--- config.mk ---
export PLATFORM = sky130hd
export DESIGN_NAME = input_lock_sync_monitor
export DESIGN_NICKNAME = d
export VERILOG_FILES = /design/src/hdl/lock_sync_pkg.sv /design/src/hdl/input_lock_sync_monitor.sv /design/src/hdl/rate_meter.sv
export VERILOG_INCLUDE_DIRS = /design/src /design/src/hdl
export SDC_FILE = /design/constraint.sdc
export NUM_CORES = 1
export LEC_CHECK = 0
export BUFFER_PORTS_ARGS = -buffer_cell sky130_fd_sc_hd__buf_2
export CAP_MARGIN = 20
export CORE_MARGIN = 3
export CORE_UTILIZATION = 60
export DETAILED_ROUTE_END_ITERATION = 10
export GPL_TIMING_DRIVEN = 0
export PLACE_DENSITY = 0.83
export SYNTH_ARGS = -nofsm -noshare
export SYNTH_HDL_FRONTEND = slang
export SYNTH_HIERARCHICAL = 1
export SYNTH_SLANG_ARGS = --single-unit
--- constraint.sdc ---
create_clock -name sys_clk -period 12.66 [get_ports sys_clk]
set_input_delay 0.633 -clock sys_clk [delete_from_list [all_inputs] [get_ports sys_clk]]
set_output_delay 0.633 -clock sys_clk [all_outputs]
set_load 0.03 [all_outputs]
--- src/hdl/lock_sync_defines.svh ---
`ifndef LOCK_SYNC_DEFINES_SVH
`define LOCK_SYNC_DEFINES_SVH

// ==========================================
// clock and rate figures
// ==========================================
`define CLK_HZ 100000000
`define MC_MIN_HZ 31500
`define MC_MAX_HZ 50000
`define IEC_MIN_HZ 27000
`define IEC_MAX_HZ 200000
`define INT_MIN_HZ 28000
`define INT_MAX_HZ 200000
`define INT_DEF_HZ 48000
`define LOCK_TOL_CYC 16
`define WIN_MS 10
`define BLINK_MS 250
`define MS_PER_S 1000

// ==========================================
// register offsets (byte addresses)
// ==========================================
`define REG_CTRL 8'h00
`define REG_DIV 8'h04
`define REG_STATUS 8'h08
`define REG_IRQ_STAT 8'h0C
`define REG_IRQ_MASK 8'h10
`define REG_MC_PER 8'h14
`define REG_IEC_PER 8'h18

// ==========================================
// field layout and reset values
// ==========================================
`define SRC_W 2
`define ST_MC_LSB 0
`define ST_IEC_LSB 2
`define ST_MSYNC 4
`define ST_ACT_LOCK 5
`define IRQ_MC 0
`define IRQ_IEC 1
`define IRQ_MSYNC 2
`define IRQ_W 3
`define IRQ_MASK_RST 3'h0
`define RESP_OKAY 2'h0
`define RESP_SLVERR 2'h2

`endif

--- src/hdl/lock_sync_pkg.sv ---
package lock_sync_pkg;
	// clock source of the active sample clock
	typedef enum logic [1:0] {
		SRC_INT = 2'h0,
		SRC_MC = 2'h1,
		SRC_IEC = 2'h2
	} src_sel_e;
	// per-input state code shown to software
	typedef enum logic [1:0] {
		CODE_NOLOCK = 2'h0,
		CODE_LOCK = 2'h1,
		CODE_SYNC = 2'h2
	} lock_code_e;
endpackage : lock_sync_pkg

--- src/hdl/input_lock_sync_monitor.sv ---
// ==========================================
// Notes on behaviour
// ==========================================
`include "lock_sync_defines.svh"

module input_lock_sync_monitor #(
	parameter int ADDR_W = 8,
	parameter int PER_W = 16,
	parameter int MC_MIN_PER = (`CLK_HZ + `MC_MAX_HZ - 1) / `MC_MAX_HZ,
	parameter int MC_MAX_PER = `CLK_HZ / `MC_MIN_HZ,
	parameter int IEC_MIN_PER = (`CLK_HZ + `IEC_MAX_HZ - 1) / `IEC_MAX_HZ,
	parameter int IEC_MAX_PER = `CLK_HZ / `IEC_MIN_HZ,
	parameter int DIV_MIN = (`CLK_HZ + `INT_MAX_HZ - 1) / `INT_MAX_HZ,
	parameter int DIV_MAX = `CLK_HZ / `INT_MIN_HZ,
	parameter int DIV_DEF = `CLK_HZ / `INT_DEF_HZ,
	parameter int TOL = `LOCK_TOL_CYC,
	parameter int WIN_CYCLES = `CLK_HZ / `MS_PER_S * `WIN_MS,
	parameter int BLINK_CYCLES = `CLK_HZ / `MS_PER_S * `BLINK_MS
) (
	input wire logic sys_clk,
	input wire logic rst,
	input wire logic mc_clk_in,
	input wire logic iec_clk_in,
	input wire logic [ADDR_W-1:0] s_axi_awaddr,
	input wire logic s_axi_awvalid,
	output logic s_axi_awready,
	input wire logic [31:0] s_axi_wdata,
	input wire logic [3:0] s_axi_wstrb,
	input wire logic s_axi_wvalid,
	output logic s_axi_wready,
	output logic [1:0] s_axi_bresp,
	output logic s_axi_bvalid,
	input wire logic s_axi_bready,
	input wire logic [ADDR_W-1:0] s_axi_araddr,
	input wire logic s_axi_arvalid,
	output logic s_axi_arready,
	output logic [31:0] s_axi_rdata,
	output logic [1:0] s_axi_rresp,
	output logic s_axi_rvalid,
	input wire logic s_axi_rready,
	output logic led_mc,
	output logic led_iec,
	output logic led_sync,
	output logic irq
);
	// ==========================================
	// elaboration checks and widths
	// ==========================================
	localparam int CNT_W = $clog2(WIN_CYCLES + 1);
	localparam int BLK_W = $clog2(BLINK_CYCLES + 1);
	localparam logic [CNT_W-1:0] WIN_LAST = CNT_W'(WIN_CYCLES - 1);
	localparam logic [BLK_W-1:0] BLK_LAST = BLK_W'(BLINK_CYCLES - 1);
	localparam logic [PER_W-1:0] DIV_LO = PER_W'(DIV_MIN);
	localparam logic [PER_W-1:0] DIV_HI = PER_W'(DIV_MAX);
	localparam logic [PER_W-1:0] DIV_RST = PER_W'(DIV_DEF);

	if (ADDR_W < 5 || PER_W > 32 || DIV_MIN < 2 || DIV_MIN > DIV_MAX ||
		DIV_DEF < DIV_MIN || DIV_DEF > DIV_MAX || DIV_MAX >= (1 << PER_W) ||
		WIN_CYCLES < 2 || BLINK_CYCLES < 2) begin : g_bad
		$error("input_lock_sync_monitor: parameters out of range");
	end

	// ==========================================
	// decode helpers
	// ==========================================
	// word match of an address against a register offset
	function automatic logic hit(input logic [ADDR_W-1:0] a, input logic [7:0] off);
		hit = a[ADDR_W-1:2] == ADDR_W'(off) >> 2;
	endfunction : hit

	// state code from lock and sync flags
	function automatic lock_sync_pkg::lock_code_e code_of(input logic lk, input logic sy);
		code_of = !lk ? lock_sync_pkg::CODE_NOLOCK :
			(sy ? lock_sync_pkg::CODE_SYNC : lock_sync_pkg::CODE_LOCK);
	endfunction : code_of

	// led level: off, flashing or steady
	function automatic logic led_of(input lock_sync_pkg::lock_code_e c, input logic bl);
		led_of = (c == lock_sync_pkg::CODE_SYNC) | ((c == lock_sync_pkg::CODE_LOCK) & bl);
	endfunction : led_of

	// ==========================================
	// input meters
	// ==========================================
	logic mc_edge, mc_locked, iec_edge, iec_locked;
	logic [PER_W-1:0] mc_per, iec_per;

	rate_meter #(.MIN_PER(MC_MIN_PER), .MAX_PER(MC_MAX_PER), .TOL(TOL), .PER_W(PER_W)) u_mc (
		.sys_clk(sys_clk), .rst(rst), .pin(mc_clk_in),
		.edge_p(mc_edge), .locked(mc_locked), .period(mc_per));
	rate_meter #(.MIN_PER(IEC_MIN_PER), .MAX_PER(IEC_MAX_PER), .TOL(TOL), .PER_W(PER_W)) u_iec (
		.sys_clk(sys_clk), .rst(rst), .pin(iec_clk_in),
		.edge_p(iec_edge), .locked(iec_locked), .period(iec_per));

	// ==========================================
	// control registers and internal clock
	// ==========================================
	lock_sync_pkg::src_sel_e src_r; // chosen sample clock source
	logic [PER_W-1:0] div_r; // internal sample period in cycles
	logic [PER_W-1:0] int_cnt_r; // internal divider count
	logic int_tick_r; // one pulse per internal sample
	logic [`IRQ_W-1:0] irq_stat_r, irq_mask_r;

	// active sample tick; unlocked external choice falls back to internal
	wire use_mc = (src_r == lock_sync_pkg::SRC_MC) & mc_locked;
	wire use_iec = (src_r == lock_sync_pkg::SRC_IEC) & iec_locked;
	wire act_tick = use_mc ? mc_edge : (use_iec ? iec_edge : int_tick_r);
	wire act_lock = (src_r == lock_sync_pkg::SRC_INT) | use_mc | use_iec;

	// internal oscillator divided down to the sample rate
	always_ff @(posedge sys_clk or posedge rst) begin
		if (rst) begin
			int_cnt_r <= {{(PER_W-1){1'b0}}, 1'b1};
			int_tick_r <= 1'b0;
		end else begin
			int_tick_r <= int_cnt_r >= div_r;
			int_cnt_r <= (int_cnt_r >= div_r) ? {{(PER_W-1){1'b0}}, 1'b1} : int_cnt_r + 1'b1;
		end
	end

	// ==========================================
	// synchronicity over a fixed window
	// ==========================================
	logic [CNT_W-1:0] win_cnt_r, mc_cnt_r, iec_cnt_r, act_cnt_r;
	logic mc_sync_r, iec_sync_r;
	wire win_end = win_cnt_r == WIN_LAST;
	wire [CNT_W-1:0] mc_tot = mc_cnt_r + CNT_W'(mc_edge);
	wire [CNT_W-1:0] iec_tot = iec_cnt_r + CNT_W'(iec_edge);
	wire [CNT_W-1:0] act_tot = act_cnt_r + CNT_W'(act_tick);

	// count frame and sample periods; compare at the window end
	always_ff @(posedge sys_clk or posedge rst) begin
		if (rst) begin
			win_cnt_r <= '0;
			mc_cnt_r <= '0;
			iec_cnt_r <= '0;
			act_cnt_r <= '0;
		end else begin
			win_cnt_r <= win_end ? '0 : win_cnt_r + 1'b1;
			mc_cnt_r <= win_end ? '0 : mc_tot;
			iec_cnt_r <= win_end ? '0 : iec_tot;
			act_cnt_r <= win_end ? '0 : act_tot;
		end
	end

	// sync only while locked and the counts matched exactly
	always_ff @(posedge sys_clk or posedge rst) begin
		if (rst) begin
			mc_sync_r <= 1'b0;
			iec_sync_r <= 1'b0;
		end else begin
			mc_sync_r <= mc_locked & (win_end ? (mc_tot == act_tot) : mc_sync_r);
			iec_sync_r <= iec_locked & (win_end ? (iec_tot == act_tot) : iec_sync_r);
		end
	end

	// ==========================================
	// state codes and indicators
	// ==========================================
	lock_sync_pkg::lock_code_e mc_code, iec_code;
	assign mc_code = code_of(mc_locked, mc_sync_r);
	assign iec_code = code_of(iec_locked, iec_sync_r);
	// every clock in use must agree for the master indicator
	wire msync = act_lock & (~mc_locked | mc_sync_r) & (~iec_locked | iec_sync_r);

	logic [BLK_W-1:0] blk_cnt_r; // flash phase counter
	logic blink_r; // flash pattern

	// flash pattern shared by all indicators
	always_ff @(posedge sys_clk or posedge rst) begin
		if (rst) begin
			blk_cnt_r <= '0;
			blink_r <= 1'b0;
		end else begin
			blk_cnt_r <= (blk_cnt_r == BLK_LAST) ? '0 : blk_cnt_r + 1'b1;
			blink_r <= blink_r ^ (blk_cnt_r == BLK_LAST);
		end
	end

	// indicator outputs
	always_ff @(posedge sys_clk or posedge rst) begin
		if (rst) begin
			led_mc <= 1'b0;
			led_iec <= 1'b0;
			led_sync <= 1'b0;
		end else begin
			led_mc <= led_of(mc_code, blink_r);
			led_iec <= led_of(iec_code, blink_r);
			led_sync <= msync | blink_r;
		end
	end

	// ==========================================
	// interrupt events
	// ==========================================
	logic mc_prev_r, iec_prev_r, msync_prev_r;
	wire [`IRQ_W-1:0] irq_ev = {msync ^ msync_prev_r, iec_locked ^ iec_prev_r,
		mc_locked ^ mc_prev_r};

	// ==========================================
	// register bus write side
	// ==========================================
	logic aw_held_r, w_held_r;
	logic [ADDR_W-1:0] aw_addr_r;
	logic [31:0] w_data_r;
	logic [3:0] w_strb_r;
	wire wr_go = aw_held_r & w_held_r & ~s_axi_bvalid;
	wire [31:0] wmask = {{8{w_strb_r[3]}}, {8{w_strb_r[2]}}, {8{w_strb_r[1]}}, {8{w_strb_r[0]}}};
	wire [31:0] wd = w_data_r & wmask;
	wire wr_ctrl = wr_go & hit(aw_addr_r, `REG_CTRL);
	wire wr_div = wr_go & hit(aw_addr_r, `REG_DIV);
	wire wr_istat = wr_go & hit(aw_addr_r, `REG_IRQ_STAT);
	wire wr_imask = wr_go & hit(aw_addr_r, `REG_IRQ_MASK);
	wire wr_ok = wr_ctrl | wr_div | wr_istat | wr_imask | hit(aw_addr_r, `REG_STATUS) |
		hit(aw_addr_r, `REG_MC_PER) | hit(aw_addr_r, `REG_IEC_PER);
	wire [PER_W-1:0] div_new = (div_r & ~wmask[PER_W-1:0]) | wd[PER_W-1:0];
	wire [`SRC_W-1:0] src_new = (src_r & ~wmask[`SRC_W-1:0]) | wd[`SRC_W-1:0];
	wire div_legal = (div_new >= DIV_LO) && (div_new <= DIV_HI);
	wire src_legal = src_new <= lock_sync_pkg::SRC_IEC;
	// hardware set wins over the software clear
	wire [`IRQ_W-1:0] irq_stat_nxt = (irq_stat_r & ~(wr_istat ? wd[`IRQ_W-1:0] : '0)) | irq_ev;

	// address and data are caught in either order, then answered together
	always_ff @(posedge sys_clk or posedge rst) begin
		if (rst) begin
			aw_held_r <= 1'b0;
			w_held_r <= 1'b0;
			aw_addr_r <= '0;
			w_data_r <= '0;
			w_strb_r <= '0;
			s_axi_awready <= 1'b1;
			s_axi_wready <= 1'b1;
			s_axi_bvalid <= 1'b0;
			s_axi_bresp <= `RESP_OKAY;
		end else begin
			if (s_axi_awvalid & s_axi_awready) begin
				aw_held_r <= 1'b1;
				aw_addr_r <= s_axi_awaddr;
				s_axi_awready <= 1'b0;
			end
			if (s_axi_wvalid & s_axi_wready) begin
				w_held_r <= 1'b1;
				w_data_r <= s_axi_wdata;
				w_strb_r <= s_axi_wstrb;
				s_axi_wready <= 1'b0;
			end
			if (wr_go) begin
				aw_held_r <= 1'b0;
				w_held_r <= 1'b0;
				s_axi_bvalid <= 1'b1;
				s_axi_bresp <= wr_ok ? `RESP_OKAY : `RESP_SLVERR;
			end else if (s_axi_bvalid & s_axi_bready) begin
				s_axi_bvalid <= 1'b0;
				s_axi_awready <= 1'b1;
				s_axi_wready <= 1'b1;
			end
		end
	end

	// writable registers; illegal source or rate values are refused
	always_ff @(posedge sys_clk or posedge rst) begin
		if (rst) begin
			src_r <= lock_sync_pkg::SRC_INT;
			div_r <= DIV_RST;
			irq_mask_r <= `IRQ_MASK_RST;
			irq_stat_r <= '0;
			mc_prev_r <= 1'b0;
			iec_prev_r <= 1'b0;
			msync_prev_r <= 1'b1; // master sync idles high after reset: no false event
			irq <= 1'b0;
		end else begin
			if (wr_ctrl && src_legal) begin
				src_r <= lock_sync_pkg::src_sel_e'(src_new);
			end
			if (wr_div && div_legal) begin
				div_r <= div_new;
			end
			if (wr_imask) begin
				irq_mask_r <= (irq_mask_r & ~wmask[`IRQ_W-1:0]) | wd[`IRQ_W-1:0];
			end
			irq_stat_r <= irq_stat_nxt;
			mc_prev_r <= mc_locked;
			iec_prev_r <= iec_locked;
			msync_prev_r <= msync;
			irq <= |(irq_stat_nxt & irq_mask_r);
		end
	end

	// ==========================================
	// register bus read side
	// ==========================================
	wire [31:0] st_word = (32'(act_lock) << `ST_ACT_LOCK) | (32'(msync) << `ST_MSYNC) |
		(32'(iec_code) << `ST_IEC_LSB) | (32'(mc_code) << `ST_MC_LSB);
	wire ar_ok = hit(s_axi_araddr, `REG_CTRL) | hit(s_axi_araddr, `REG_DIV) |
		hit(s_axi_araddr, `REG_STATUS) | hit(s_axi_araddr, `REG_IRQ_STAT) |
		hit(s_axi_araddr, `REG_IRQ_MASK) | hit(s_axi_araddr, `REG_MC_PER) |
		hit(s_axi_araddr, `REG_IEC_PER);
	wire [31:0] rd_mux =
		hit(s_axi_araddr, `REG_CTRL) ? 32'(src_r) :
		hit(s_axi_araddr, `REG_DIV) ? 32'(div_r) :
		hit(s_axi_araddr, `REG_STATUS) ? st_word :
		hit(s_axi_araddr, `REG_IRQ_STAT) ? 32'(irq_stat_r) :
		hit(s_axi_araddr, `REG_IRQ_MASK) ? 32'(irq_mask_r) :
		hit(s_axi_araddr, `REG_MC_PER) ? 32'(mc_per) :
		hit(s_axi_araddr, `REG_IEC_PER) ? 32'(iec_per) : 32'h0000_0000;

	// one read at a time, answered the cycle after the address is taken
	always_ff @(posedge sys_clk or posedge rst) begin
		if (rst) begin
			s_axi_arready <= 1'b1;
			s_axi_rvalid <= 1'b0;
			s_axi_rdata <= '0;
			s_axi_rresp <= `RESP_OKAY;
		end else if (s_axi_arvalid & s_axi_arready) begin
			s_axi_arready <= 1'b0;
			s_axi_rvalid <= 1'b1;
			s_axi_rdata <= rd_mux;
			s_axi_rresp <= ar_ok ? `RESP_OKAY : `RESP_SLVERR;
		end else if (s_axi_rvalid & s_axi_rready) begin
			s_axi_rvalid <= 1'b0;
			s_axi_arready <= 1'b1;
		end
	end

	// ==========================================
	// checks
	// ==========================================
	chk_src_follow: assert property (@(posedge sys_clk) disable iff (rst)
		(src_r == lock_sync_pkg::SRC_IEC) && iec_locked |-> act_tick == iec_edge)
		else $error("active tick not from chosen input");
	chk_div_range: assert property (@(posedge sys_clk) disable iff (rst)
		wr_div |=> (div_r >= DIV_LO) && (div_r <= DIV_HI))
		else $error("internal rate left its range");
	chk_mc_range: assert property (@(posedge sys_clk) disable iff (rst)
		$rose(mc_locked) |=> (mc_per >= PER_W'(MC_MIN_PER)) && (mc_per <= PER_W'(MC_MAX_PER)))
		else $error("multichannel lock outside range");
	chk_iec_range: assert property (@(posedge sys_clk) disable iff (rst)
		$rose(iec_locked) |=> (iec_per >= PER_W'(IEC_MIN_PER)) && (iec_per <= PER_W'(IEC_MAX_PER)))
		else $error("iec lock outside range");
	chk_led_flash: assert property (@(posedge sys_clk) disable iff (rst)
		mc_code == lock_sync_pkg::CODE_LOCK ##1 mc_code == lock_sync_pkg::CODE_LOCK
		|-> led_mc == $past(blink_r))
		else $error("locked input led not flashing");
	chk_led_steady: assert property (@(posedge sys_clk) disable iff (rst)
		mc_locked && mc_sync_r |=> led_mc)
		else $error("synchronous input led not steady");
	chk_master_led: assert property (@(posedge sys_clk) disable iff (rst)
		mc_locked && !mc_sync_r && !blink_r |=> !led_sync)
		else $error("master led steady while not synchronous");
	chk_code_none: assert property (@(posedge sys_clk) disable iff (rst)
		s_axi_arvalid && s_axi_arready && hit(s_axi_araddr, `REG_STATUS) && !iec_locked
		|=> s_axi_rdata[`ST_IEC_LSB +: 2] == lock_sync_pkg::CODE_NOLOCK)
		else $error("status shows iec lock without lock");
	chk_sync_count: assert property (@(posedge sys_clk) disable iff (rst)
		win_end && (mc_tot != act_tot) |=> !mc_sync_r [*2])
		else $error("sync declared on count mismatch");
	chk_irq_level: assert property (@(posedge sys_clk) disable iff (rst)
		$stable(irq_mask_r) |-> irq == |(irq_stat_r & irq_mask_r))
		else $error("interrupt does not follow masked status");
endmodule : input_lock_sync_monitor

--- src/hdl/rate_meter.sv ---
// measures the period of a recovered frame clock pin and tracks lock
module rate_meter #(
	parameter int MIN_PER = 2000,
	parameter int MAX_PER = 3174,
	parameter int TOL = 16,
	parameter int PER_W = 16
) (
	input wire logic sys_clk,
	input wire logic rst,
	input wire logic pin,
	output logic edge_p,
	output logic locked,
	output logic [PER_W-1:0] period
);
	// ==========================================
	// limits
	// ==========================================
	localparam logic [PER_W-1:0] ACQ_LO = MIN_PER[PER_W-1:0];
	localparam logic [PER_W-1:0] ACQ_HI = MAX_PER[PER_W-1:0];
	localparam int HOLD_LO_I = MIN_PER - TOL;
	localparam int HOLD_HI_I = MAX_PER + TOL;
	localparam logic [PER_W-1:0] HOLD_LO = HOLD_LO_I[PER_W-1:0];
	localparam logic [PER_W-1:0] HOLD_HI = HOLD_HI_I[PER_W-1:0];
	localparam logic [PER_W-1:0] SAT = '1;

	// refuse limits the counter cannot hold
	if (TOL < 0 || MIN_PER <= TOL || MIN_PER > MAX_PER || HOLD_HI_I >= (1 << PER_W) - 1) begin : g_bad
		$error("rate_meter: period limits do not fit");
	end

	// ==========================================
	// pin synchroniser and edge detect
	// ==========================================
	logic s1_r; // first stage, read only by s2_r
	logic s2_r; // settled pin level
	logic s3_r; // delayed level for edge detect
	logic [PER_W-1:0] cnt_r; // cycles since last rising edge
	wire edge_w = s2_r & ~s3_r;
	wire in_acq = (cnt_r >= ACQ_LO) && (cnt_r <= ACQ_HI);
	wire in_hold = (cnt_r >= HOLD_LO) && (cnt_r <= HOLD_HI);
	wire timeout = cnt_r > HOLD_HI;

	// two flops before any logic looks at the pin
	always_ff @(posedge sys_clk or posedge rst) begin
		if (rst) begin
			s1_r <= 1'b0;
			s2_r <= 1'b0;
			s3_r <= 1'b0;
		end else begin
			s1_r <= pin;
			s2_r <= s1_r;
			s3_r <= s2_r;
		end
	end

	// period counter, saturating while the pin is idle
	always_ff @(posedge sys_clk or posedge rst) begin
		if (rst) begin
			cnt_r <= SAT;
			period <= '0;
			edge_p <= 1'b0;
		end else begin
			edge_p <= edge_w;
			if (edge_w) begin
				cnt_r <= {{(PER_W-1){1'b0}}, 1'b1};
				period <= cnt_r;
			end else if (cnt_r != SAT) begin
				cnt_r <= cnt_r + 1'b1;
			end
		end
	end

	// acquire inside the range, then hold with a tracking margin
	always_ff @(posedge sys_clk or posedge rst) begin
		if (rst) begin
			locked <= 1'b0;
		end else if (edge_w) begin
			locked <= locked ? in_hold : in_acq;
		end else if (timeout) begin
			locked <= 1'b0;
		end
	end

	// ==========================================
	// checks
	// ==========================================
	chk_acq_range: assert property (@(posedge sys_clk) disable iff (rst)
		!locked && edge_w |=> locked == $past(in_acq))
		else $error("lock acquired outside its range");
	chk_hold_track: assert property (@(posedge sys_clk) disable iff (rst)
		locked && edge_w && in_hold |=> locked [*2])
		else $error("lock dropped on a small drift");
	chk_idle_drop: assert property (@(posedge sys_clk) disable iff (rst)
		timeout && !edge_w |=> !locked)
		else $error("lock kept without input edges");
endmodule : rate_meter

# == After elaboration in Yosys (flattened, before gate mapping) ==
# Index checks and enable logic that the tools add are counted.
# classes
n_addsub,8
order_cmp,14
eq_ne,24
n_mux,50
bitwise_logic,66
n_reduce_logical,19
# op_table
operator,n
$mux W16,12
$le A16 B12 Y1 const B,5
$mux W20,4
$add A20 B1 Y20,3
$add A16 B1 Y16 const B,3
$ge A16 B9 Y1 const B,3
$eq A20 B20 Y1,2
$eq A6 B3 Y1 const B,6
$and A16 B16 Y16,2
$ge A16 B11 Y1 const B,2
$gt A16 B12 Y1 const B,2
$ne A16 B16 Y1 const B,2
$mux W1,26
$add A25 B1 Y25 const B,1
$eq A25 B25 Y1 const B,1
$mux W25,1
$eq A6 B2 Y1 const B,4
$and A1 B1 Y1,21
$add A20 B1 Y20 const B,1
$eq A20 B20 Y1 const B,1
$or A1 B1 Y1,19
$ge A16 B16 Y1,1
$not A16 Y16,1
$or A16 B16 Y16,1
other kinds (22),57
# word_totals
ff_bits,299
in_bits,61
out_inout_bits,45
word_cells,229

# == Depth between registers and ports, before layout ==
# Gate-level depths: netlist of the first run.
# logic_depth
word_depth,12
depth_mapped,12
depth_no_buf,12

# == Cells and area by module ==
# The synthesis of the first run kept the hierarchy.
# by_module_without_submodules
module,n_inst,cells_per_inst,area_per_inst_um2,seq_area_each_um2
input_lock_sync_monitor,1,1070,10565.1,5141.2
rate_meter (u_iec),1,203,1875.5,945.9
rate_meter (u_mc),1,198,1856.8,945.9

# == Worst setup path before layout of the first run ==
# No wires, ideal clock.
# synth_path
path_type,reg-to-reg
from,reg src_r[1]
to,reg iec_sync_r
t_arrival_ps,2806
required_ps,12566
slack_ps,9760
path_stages_with_launch,12
cell_sequence,dfrtp_1 nand2b_1 mux2i_1 a21oi_1 ha_1 nand4_2 nor4_1 xor2_1 mux2_2 a21oi_1 a21oi_1 a211oi_1
# synth_via
elab_chain_len,8
elab_cells_between_ends,10
classes_between,add/sub: 1; eq/ne: 3; mux: 3; bitwise: 3
# synth_lines
item,line_no,rtl
start: declaration,input_lock_sync_monitor.sv:98,lock_sync_pkg::src_sel_e src_r;
start signal: assignment,input_lock_sync_monitor.sv:263,src_r <= lock_sync_pkg::SRC_INT;
start signal: assignment,input_lock_sync_monitor.sv:273,src_r <= lock_sync_pkg::src_sel_e'(src_new);
$eq A2 B2 Y1,input_lock_sync_monitor.sv:106,wire use_iec = (src_r == lock_sync_pkg::SRC_IEC) & iec_locked;
$and A1 B1 Y1,input_lock_sync_monitor.sv:106,
$mux W1,input_lock_sync_monitor.sv:107,wire act_tick = use_mc ? mc_edge : (use_iec ? iec_edge : int_tick_r);
$mux W1 *,input_lock_sync_monitor.sv:107,
$add A20 B1 Y20 *,input_lock_sync_monitor.sv:129,wire [CNT_W-1:0] act_tot = act_cnt_r + CNT_W'(act_tick);
$eq A20 B20 Y1 *,input_lock_sync_monitor.sv:153,iec_sync_r <= iec_locked & (win_end ? (iec_tot == act_tot) : iec_sync_r);
$mux W1 *,input_lock_sync_monitor.sv:153,
$and A1 B1 Y1 *,input_lock_sync_monitor.sv:153,
end signal: assignment,input_lock_sync_monitor.sv:153,
end: declaration,input_lock_sync_monitor.sv:125,"logic mc_sync_r, iec_sync_r;"
# Every way passes the cells marked *; elsewhere a longest branch is shown, timed or not.
# A chain may end at the register's enable or synchronous reset.

# == Worst setup path in the final report of the first run ==
# layout_path
from,reg u_mc.locked
to,reg iec_sync_r
# layout_via
elab_chain_len,6
# layout_lines
item,line_no,rtl
start: declaration,rate_meter.sv:12,"output logic locked,"
start signal: assignment,rate_meter.sv:78,locked <= locked ? in_hold : in_acq;
$and A1 B1 Y1,input_lock_sync_monitor.sv:105,wire use_mc = (src_r == lock_sync_pkg::SRC_MC) & mc_locked;
$mux W1,input_lock_sync_monitor.sv:107,
$add A20 B1 Y20,input_lock_sync_monitor.sv:129,
$eq A20 B20 Y1,input_lock_sync_monitor.sv:153,
$mux W1,input_lock_sync_monitor.sv:153,
$and A1 B1 Y1,input_lock_sync_monitor.sv:153,
# No other way between the ends.

==> summary.md, run 1 <==
| Metric | Value |
|---|---|
| Outcome | finished clean |
| Chip width | 160 um |
| EDFF count, synth | 0 |
| Type of origin of the critical path | flop |
| Fillers | 1683 |
| Crit path kind | reg -> reg |
| Lkg Pwr | 7.32 nW |
| P_int | 1.76 mW |
| Hold Path Sink | u_mc/s1_r$_DFF_PP0_ |
| Synth top area share | 41.7% |
| Initial antenna violation count | 1 |
| FF/Latch Area | 7030 um^2 |
| Reg2Reg Launch Point | u_mc/locked$_DFFE_PP0P_ |
| PortBufs | 65 |
| First-iteration detailed-routing DRC count | 840 |
| Total clock sinks | 279 |
| GRT Total Usage | 25.7% |
| Clk buf depth | 3 |
| Pwr Total | 2.51 mW |
| Minimum clock period | 3610 ps |
| Seq pwr share | 46.4% |
| Final setup vio count | 0 |
| Peak Freq | 277 MHz |
| Worst hold path type | in -> reg |
| Final nets | 1677 |
| Core Area | 23100 um^2 |
| Switching part of the total | 29.9% |
| Placed insts | 1869 |
| Headroom to the max-slew limit | 41.2% |
| WHS | 189 ps |
| Mapped Cells | 1471 |
| Final worst setup slack | 9050 ps |
| RR Endpoint | iec_sync_r$_DFF_PP0_ |
| Total Routed Length | 32900 um |
| Clk root buf | clkbuf_16 |
| Synthesized cell area | 14300 um^2 |
| Synth top area cells | dfrtp_1 42%, dfstp_2 7.5%, nand2_1 5.1% |
| Final instance area | 16200 um^2 |
| Maximum vdd drop | 103 uV |
| FF-to-FF path depth | 11 |
| Via count | 11200 |
| Hold Vio Cnt, Final | 0 |
| Proportion of power drawn by combinational gates | 18.8% |
| Final Non-Filler Cells | 1924 |
| Clock power frac | 34.8% |
| Worst path required time | 13090 ps |
| Worst skew pair latency | 550 ps |
| Count leader, synth | dfrtp_1 |
| Hold path cells | 1 |
| Pre-CTS setup slack | 9090 ps |
| Pins Over Slew Limit | 0 |
| Wire per inst | 17.1 um |
| Final critical-path share of the clock period | 28.5% |
| Placer Congestion | 0.932 |
| Synth cell count leaders | 238 x dfrtp_1, 194 x nand2_1, 171 x nor2_1 |
| Yosys top cell by area | dfrtp_1 |
| Reg clk slew, reported paths | 60 ps |
| Ys Warns | 6 |
| Vias in the first global route | 11300 |
| CTS buffer count | 29 |
| Post-CTS Setup Repair Bufs | 0 |
| DIE AREA | 25700 um^2 |
| CP Max Fanout | 8 |
| Util after Layout | 70.1% |
| # resized after CTS | 0 |
| Sequential fraction of the synthesis area | 49.2% |
| CTS tree | yes |
| # H-tree levels | 1 |
| First-pass DRT Iterations | 5 |
| First-pass GRT wire length | 55000 um |
| Area growth from synthesis to layout | 13.0% |
| Ys flop type | dfrtp_1 |
| Cell variety after synth | 83 |
| Fin Setup TNS | 0 ps |
| Crit path from | u_mc/locked$_DFFE_PP0P_ |
| Unrepaired setup endpoints after global routing | no |
| Slew @ Worst Pin | 874 ps |
| Element type at the critical path end | flop |
| Die H | 160 um |
| FF+latch count, synth | 279 |
| Final HPWL DP | 23700 um |
| Post-route ant nets | 0 |
| Overflow after GRT | 0 |
| Ys async rst share | 100% |
| Hold path start | mc_clk_in |
| Reg2Reg Setup Slack | 9050 ps |
| Row count | 55 |
| Max Clock Skew | 13.1 ps |
| Placed standard-cell area | 15200 um^2 |
| Switching power | 0.751 mW |
| I/O pin cnt | 106 |
| Share of cells above drive strength 1 | 16.5% |
| P per Cell Area | 155 nW/um^2 |
| Footprint of the multi-input gates | 6790 um^2 |
| Via-per-instance ratio | 5.83 |
| CP Data Arrival Time | 4040 ps |
| Cts hold-fix bufs | 0 |
| Max cap viols | 0 |
| DRC | 0 |
| Initial cell density of the core | 62.0% |
| Post-Syn Area per Cell | 9.72 um^2 |
| Largest net degree at the start of global routing | 117 |
## power groups by stage
stage | combinational [mW] | clock (mW) | sequential [mW]
finish | 0.471 | 0.873 | 1.17
global route | 0.525 | 0.923 | 1.18
floorplan | 0.342 | 0 | 1.15
CTS | 0.472 | 0.884 | 1.16
detailed placement | 0.465 | 0 | 1.17
global placement | 0.443 | 0 | 1.17
## final cells by class
cell class	count	area share, %
Antenna cell	1	0.0155
Buffer	70	2.15
Clock buffer	42	5.23
Clock inverter	12	0.890
Inverter	51	1.23
Multi-Input combinational cell	1088	42.0
Sequential cell	279	43.5
Tap cell	313	2.42
Timing Repair Buffer	68	2.52
## kinds of logic after synthesis
group | Yosys count | share of synthesized area (%)
AOI/OAI and AO/OA | 201 | 9.07
xor gates and xnor gates | 148 | 9.16
and+or+nand+nor | 634 | 21.8
other | 1 | 0.0262
muxes | 58 | 4.40
DFF | 279 | 49.2
buffers and inverters | 121 | 3.77
adders and majority gates | 29 | 2.54
## registers in the layout, indices dropped and copies added, names as in the netlist, 20 cells and up, named ones only
register / flops
mc_cnt_r: 20
blk_cnt_r: 25
iec_cnt_r: 20
win_cnt_r: 20
act_cnt_r: 20
## routing by layer
layer  wire, um  track usage [%]
met2      16000             43.6
met1      13900             34.0
met4       1090             8.56
met5          0                0
met3       1930             3.84
## critical path, cell delays in order, from the launching register on
cell	delay, ps
dfrtp_1	530
nand2b_1	160
mux2i_1	140
a21oi_1	210
ha_1	270
nand4_2	270
nor4_1	420
xor2_1	640
mux2_2	400
a21oi_1	130
a21oi_1	80
a211oi_1	240
## how the worst max path moves through the flow
stage | endpoint | slack [ps] | cells past startpoint
final | iec_sync_r$_DFF_PP0_ | 9050 | 11
after global routing | iec_sync_r$_DFF_PP0_ | 8700 | 11
after CTS | iec_sync_r$_DFF_PP0_ | 9020 | 11
after detailed placement | iec_sync_r$_DFF_PP0_ | 9090 | 11
after global placement | iec_cnt_r[9]$_DFF_PP0_ | 4110 | 2
after floorplan | async pin | 6450 | 1
## placed cells by master (no fill, tap or decap), types with 6 or more instances in the layout
master and count:
a21oi_1 50, nand3_1 68, o31ai_1 6, xor2_1 73
nor3_1 35, inv_1 49, nor2b_1 13, ha_1 29
nor4_1 16, o22ai_1 6, nand4_1 32, conb_1 18
a22oi_1 11, nand2b_1 14, clkbuf_16 29, mux2i_1 19
buf_4 18, clkbuf_8 7, xnor2_1 74, o21ai_1 7
dfrtp_1 238, nor2_1 171, clkinv_2 6, mux2_2 39
and3_1 28, dfstp_2 41, clkbuf_1 43, and4_1 6
buf_2 78, nor4_2 6, or3_1 6, and2_1 6
o21ai_0 54, nand2_1 194, a21o_1 8, or4_1 6
a211oi_1 9
No activity file was read; power rests on OpenSTA's default activity.
==> run 2, diff against run 1 <==
ABC_AREA = 1   (was default)
CORE_UTILIZATION = 55   (was 60)
PLACE_DENSITY = 0.79   (was 0.83)
clock period = 3.25 ns   (was 12.66 ns; I/O delays follow)
==> summary.md, run 2 <==
| Metric | Value |
|---|---|
| Post-CTS Setup Repair Bufs | 0 (unchanged) |
| Reg2Reg Launch Point | src_r[0]$_DFFE_PP0P_ (was u_mc/locked$_DFFE_PP0P_) |
| Total Routed Length | 39100 um (was 32900 um) |
| Crit path from | src_r[0]$_DFFE_PP0P_ (was u_mc/locked$_DFFE_PP0P_) |
| Commonest non-fill, non-tap cell in the layout | nand2_1 (was dfrtp_1) |
| Worst path required time | 3700 ps (was 13090 ps) |
| Hold Path Sink | s_axi_rdata[1]$_DFFE_PP0P_ (was u_mc/s1_r$_DFF_PP0_) |
| # H-tree levels | 1 (unchanged) |
| Area growth from synthesis to layout | 16.2% (was 13.0%) |
| Synth cell count leaders | 539 x nand2_1, 256 x inv_1, 238 x dfrtp_1 (was 238 x dfrtp_1, 194 x nand2_1, 171 x nor2_1) |
| Final setup vio count | 0 (unchanged) |
| Final nets | 2252 (was 1677) |
| Post-route ant nets | 0 (unchanged) |
| Pwr Total | 11.1 mW (was 2.51 mW) |
| Largest net degree at the start of global routing | 39 (was 117) |
| Slew @ Worst Pin | 753 ps (was 874 ps) |
| Die H | 174 um (was 160 um) |
| Core Area | 27300 um^2 (was 23100 um^2) |
| Largest register by flop count | blk_cnt_r (unchanged) |
| Cell variety after synth | 63 (was 83) |
| Reg2Reg Setup Slack | 180 ps (was 9050 ps) |
| Xor/xnor share of the synthesized area | 4.04% (was 9.16%) |
| Multiplexer share of the synthesized area | 0.282% (was 4.40%) |
| Sequential fraction of the synthesis area | 45.3% (was 49.2%) |
| Yosys top cell by area | dfrtp_1 (unchanged) |
| Most common cell on crit path | nand2_1 (was a21oi_1) |
| Via-per-instance ratio | 5.36 (was 5.83) |
| Count leader, synth | nand2_1 (was dfrtp_1) |
| Max reg flops | 25 (unchanged) |
| CP Max Fanout | 7 (was 8) |
| Vias in the first global route | 13500 (was 11300) |
| DRC | 0 (unchanged) |
| Chip width | 174 um (was 160 um) |
| First-pass DRT Iterations | 5 (unchanged) |
| CP Cell Sequence | inv_1 -> nand3_1 -> mux2i_1 -> a21oi_1 -> ha_1 -> nand2_2 -> nor2_4 -> nand3_1 -> nor2_2 -> xor2_1 -> nand2_1 -> nand2_1 -> nor2_1 -> nand2_1 -> nor2_1 -> nand3_1 -> nand2_1 (was nand2b_1 -> mux2i_1 -> a21oi_1 -> ha_1 -> nand4_2 -> nor4_1 -> xor2_1 -> mux2_2 -> a21oi_1 -> a21oi_1 -> a211oi_1) |
| I/O pin cnt | 106 (unchanged) |
| Met2 Use GR | 45.2% (was 43.6%) |
| Overflow after GRT | 0 (unchanged) |
| EDFF count, synth | 0 (unchanged) |
| Total clock sinks | 279 (unchanged) |
| Pins Over Slew Limit | 0 (unchanged) |
| CP bufs+invs | 1 (was 0) |
| Hold path cells | 5 (was 1) |
| Final HPWL DP | 28700 um (was 23700 um) |
| CTS tree | yes (unchanged) |
| Clk root buf | clkbuf_16 (unchanged) |
| Max cap viols | 0 (unchanged) |
| Crit path kind | reg -> reg (unchanged) |
| Wire per inst | 15.3 um (was 17.1 um) |
| GRT Total Usage | 25.7% (about the same) |
| Headroom to the max-slew limit | 49.8% (was 41.2%) |
| Reg clk slew, reported paths | 60 ps (about the same) |
| CTS buffer count | 30 (was 29) |
| Unrepaired setup endpoints after global routing | no (unchanged) |
| First-iteration detailed-routing DRC count | 962 (was 840) |
| CP top delay family | simple AND/OR/NAND/NOR gates (unchanged) |
| Mapped Cells | 2005 (was 1471) |
| Synth Area in Compound Gates | 8.12% (was 9.07%) |
| Util after Layout | 66.0% (was 70.1%) |
| Ys Warns | 6 (unchanged) |
| Post-Syn Area per Cell | 7.75 um^2 (was 9.72 um^2) |
| Placer Congestion | 0.940 (was 0.932) |
| # diodes | 0 (was 1) |
| Combinational family with the most area after synthesis | simple AND/OR/NAND/NOR gates (unchanged) |
| Type of origin of the critical path | flop (unchanged) |
| Ys async rst share | 100% (unchanged) |
| Busiest metal layer after global routing | met2 (unchanged) |
| Hold path start | s_axi_arvalid (was mc_clk_in) |
| First-pass GRT wire length | 65500 um (was 55000 um) |
| Clk buf depth | 3 (unchanged) |
| Adder-Cell Fraction of Synth Area | 2.34% (was 2.54%) |
| Via count | 13700 (was 11200) |
| Ys flop type | dfrtp_1 (unchanged) |
| Initial cell density of the core | 56.9% (was 62.0%) |
| Peak Freq | 326 MHz (was 277 MHz) |
| FF+latch count, synth | 279 (unchanged) |
| Slowest CP cell | dfrtp_1 (was xor2_1) |
| Met1 Track Usage GR | 33.9% (was 34.0%) |
| Worst skew pair latency | 570 ps (was 550 ps) |
| PortBufs | 65 (unchanged) |
| P per Cell Area | 614 nW/um^2 (was 155 nW/um^2) |
| Simple-gate share of the synthesized area | 31.3% (was 21.8%) |
| Outcome | finished clean (unchanged) |
| Row count | 60 (was 55) |
| DIE AREA | 30300 um^2 (was 25700 um^2) |
| Commonest non-fill, non-tap cells in the layout | 539 x nand2_1, 255 x inv_1, 237 x dfrtp_1 (was 238 x dfrtp_1, 194 x nand2_1, 171 x nor2_1) |
| Slowest stage delay, CP | 440 ps (was 640 ps) |
| Worst hold path type | in -> reg (unchanged) |
| Hold Vio Cnt, Final | 0 (unchanged) |
| Synthesized cell area | 15500 um^2 (was 14300 um^2) |
| Max Clock Skew | 20.8 ps (was 13.1 ps) |
| CP Data Arrival Time | 3520 ps (was 4040 ps) |
| Share of cells above drive strength 1 | 14.0% (was 16.5%) |
| RR Endpoint | mc_sync_r$_DFF_PP0_ (was iec_sync_r$_DFF_PP0_) |
| FF-to-FF path depth | 17 (was 11) |
| Minimum clock period | 3070 ps (was 3610 ps) |
| Lkg Pwr | 8.86 nW (was 7.32 nW) |
| Synth top area share | 38.3% (was 41.7%) |
| Synth top area cells | dfrtp_1 38%, nand2_1 13%, dfstp_2 6.9% (was dfrtp_1 42%, dfstp_2 7.5%, nand2_1 5.1%) |
| Maximum vdd drop | 614 uV (was 103 uV) |
| Final critical-path share of the clock period | 94.3% (was 28.5%) |
| GRT met3 Usage | 3.01% (was 3.84%) |
| Element type at the critical path end | flop (unchanged) |
| Initial antenna violation count | 0 (was 1) |
## run 2: changes by cell type in the layout (fill, tap and decap cells not counted), moves of 18 or more
| cell | change |
|---|---|
| mux2i_1 | -18 |
| mux2_2 | -36 |
| xor2_1 | -24 |
| nor2_1 | +31 |
| nand3_1 | +65 |
| xnor2_1 | -56 |
| o21ai_0 | +56 |
| nand2_1 | +345 |
| dlygate4sd3_1 | +35 |
| nand2_2 | +18 |
| and3_1 | -25 |
| inv_1 | +206 |
| nor2_2 | +23 |
## run 2: stage by stage
step	setup slack, ps	TNS (ps)	instances	hold WS (ps)	instance area, um^2
global route	43.3	0	2558	191	18000
finish	184	0	2558	148	18000
detailed placement	41.9	0	2467	272	16600
CTS	16.5	0	2558	89.2	18000
global placement	-886	-170120	2459	272	16400
floorplan	437	0	2022	194	15600
## run 2: final cells by class
| type | instances | area (um^2) |
|---|---|---|
| well taps | 372 | 465 |
| clock buffers | 39 | 845 |
| repair buffers | 108 | 858 |
| plain buffers | 57 | 335 |
| clock inverters | 17 | 265 |
| multi-input cells | 1418 | 7230 |
| fillers | 2264 | 9280 |
| flip-flops and latches | 279 | 7030 |
| inverters | 268 | 1010 |
## run 2: repair_timing
| item | CTS | global route |
|---|---|---|
| hold buffers | 35 | 0 |
| resized for setup | 0 | 2 |
| setup endpoints to repair | 0 | 2 |
| hold endpoints to repair | 63 | 0 |
## run 2: tightest hold or removal path: cells and delay by family
family / cells / cell delay [ps]
buffers and inverters: 3 / 240
AND/OR/NAND/NOR: 1 / 210
AO/OA/AOI/OAI: 1 / 80
## run 2: routing by layer
metal	routed length, um	vias to the layer above
met5	0	-
met4	1090	0
met3	1920	92
met2	19600	411
met1	16500	6498
li1	-	6712
## run 2: where the power goes
| group | switching, mW | internal, mW | leakage [nW] |
|---|---|---|---|
| logic | 1.86 | 0.901 | 4.73 |
| registers | 0.479 | 4.06 | 3.59 |
| clock network | 1.47 | 2.31 | 0.544 |
| total | 3.80 | 7.28 | 8.86 |
## run 2: worst max path at each step
stage | end | slack (ps) | cells after the start
2_1_floorplan | async pin | 440 | 1
3_3_place_gp | w_data_r[10]$_DFFE_PP0P_ | -890 | 2
3_5_place_dp | iec_sync_r$_DFF_PP0_ | 40 | 16
4_1_cts | iec_sync_r$_DFF_PP0_ | 20 | 16
5_1_grt | mc_sync_r$_DFF_PP0_ | 40 | 17
6_report | mc_sync_r$_DFF_PP0_ | 180 | 17
## run 2: cells by family after synthesis
| logic type | count (synthesis) |
|---|---|
| buf+inv | 325 |
| mux | 4 |
| simple gates | 1068 |
| fa+ha+maj | 29 |
| other cells | 1 |
| flops | 279 |
| compound gates | 229 |
| xor+xnor | 70 |
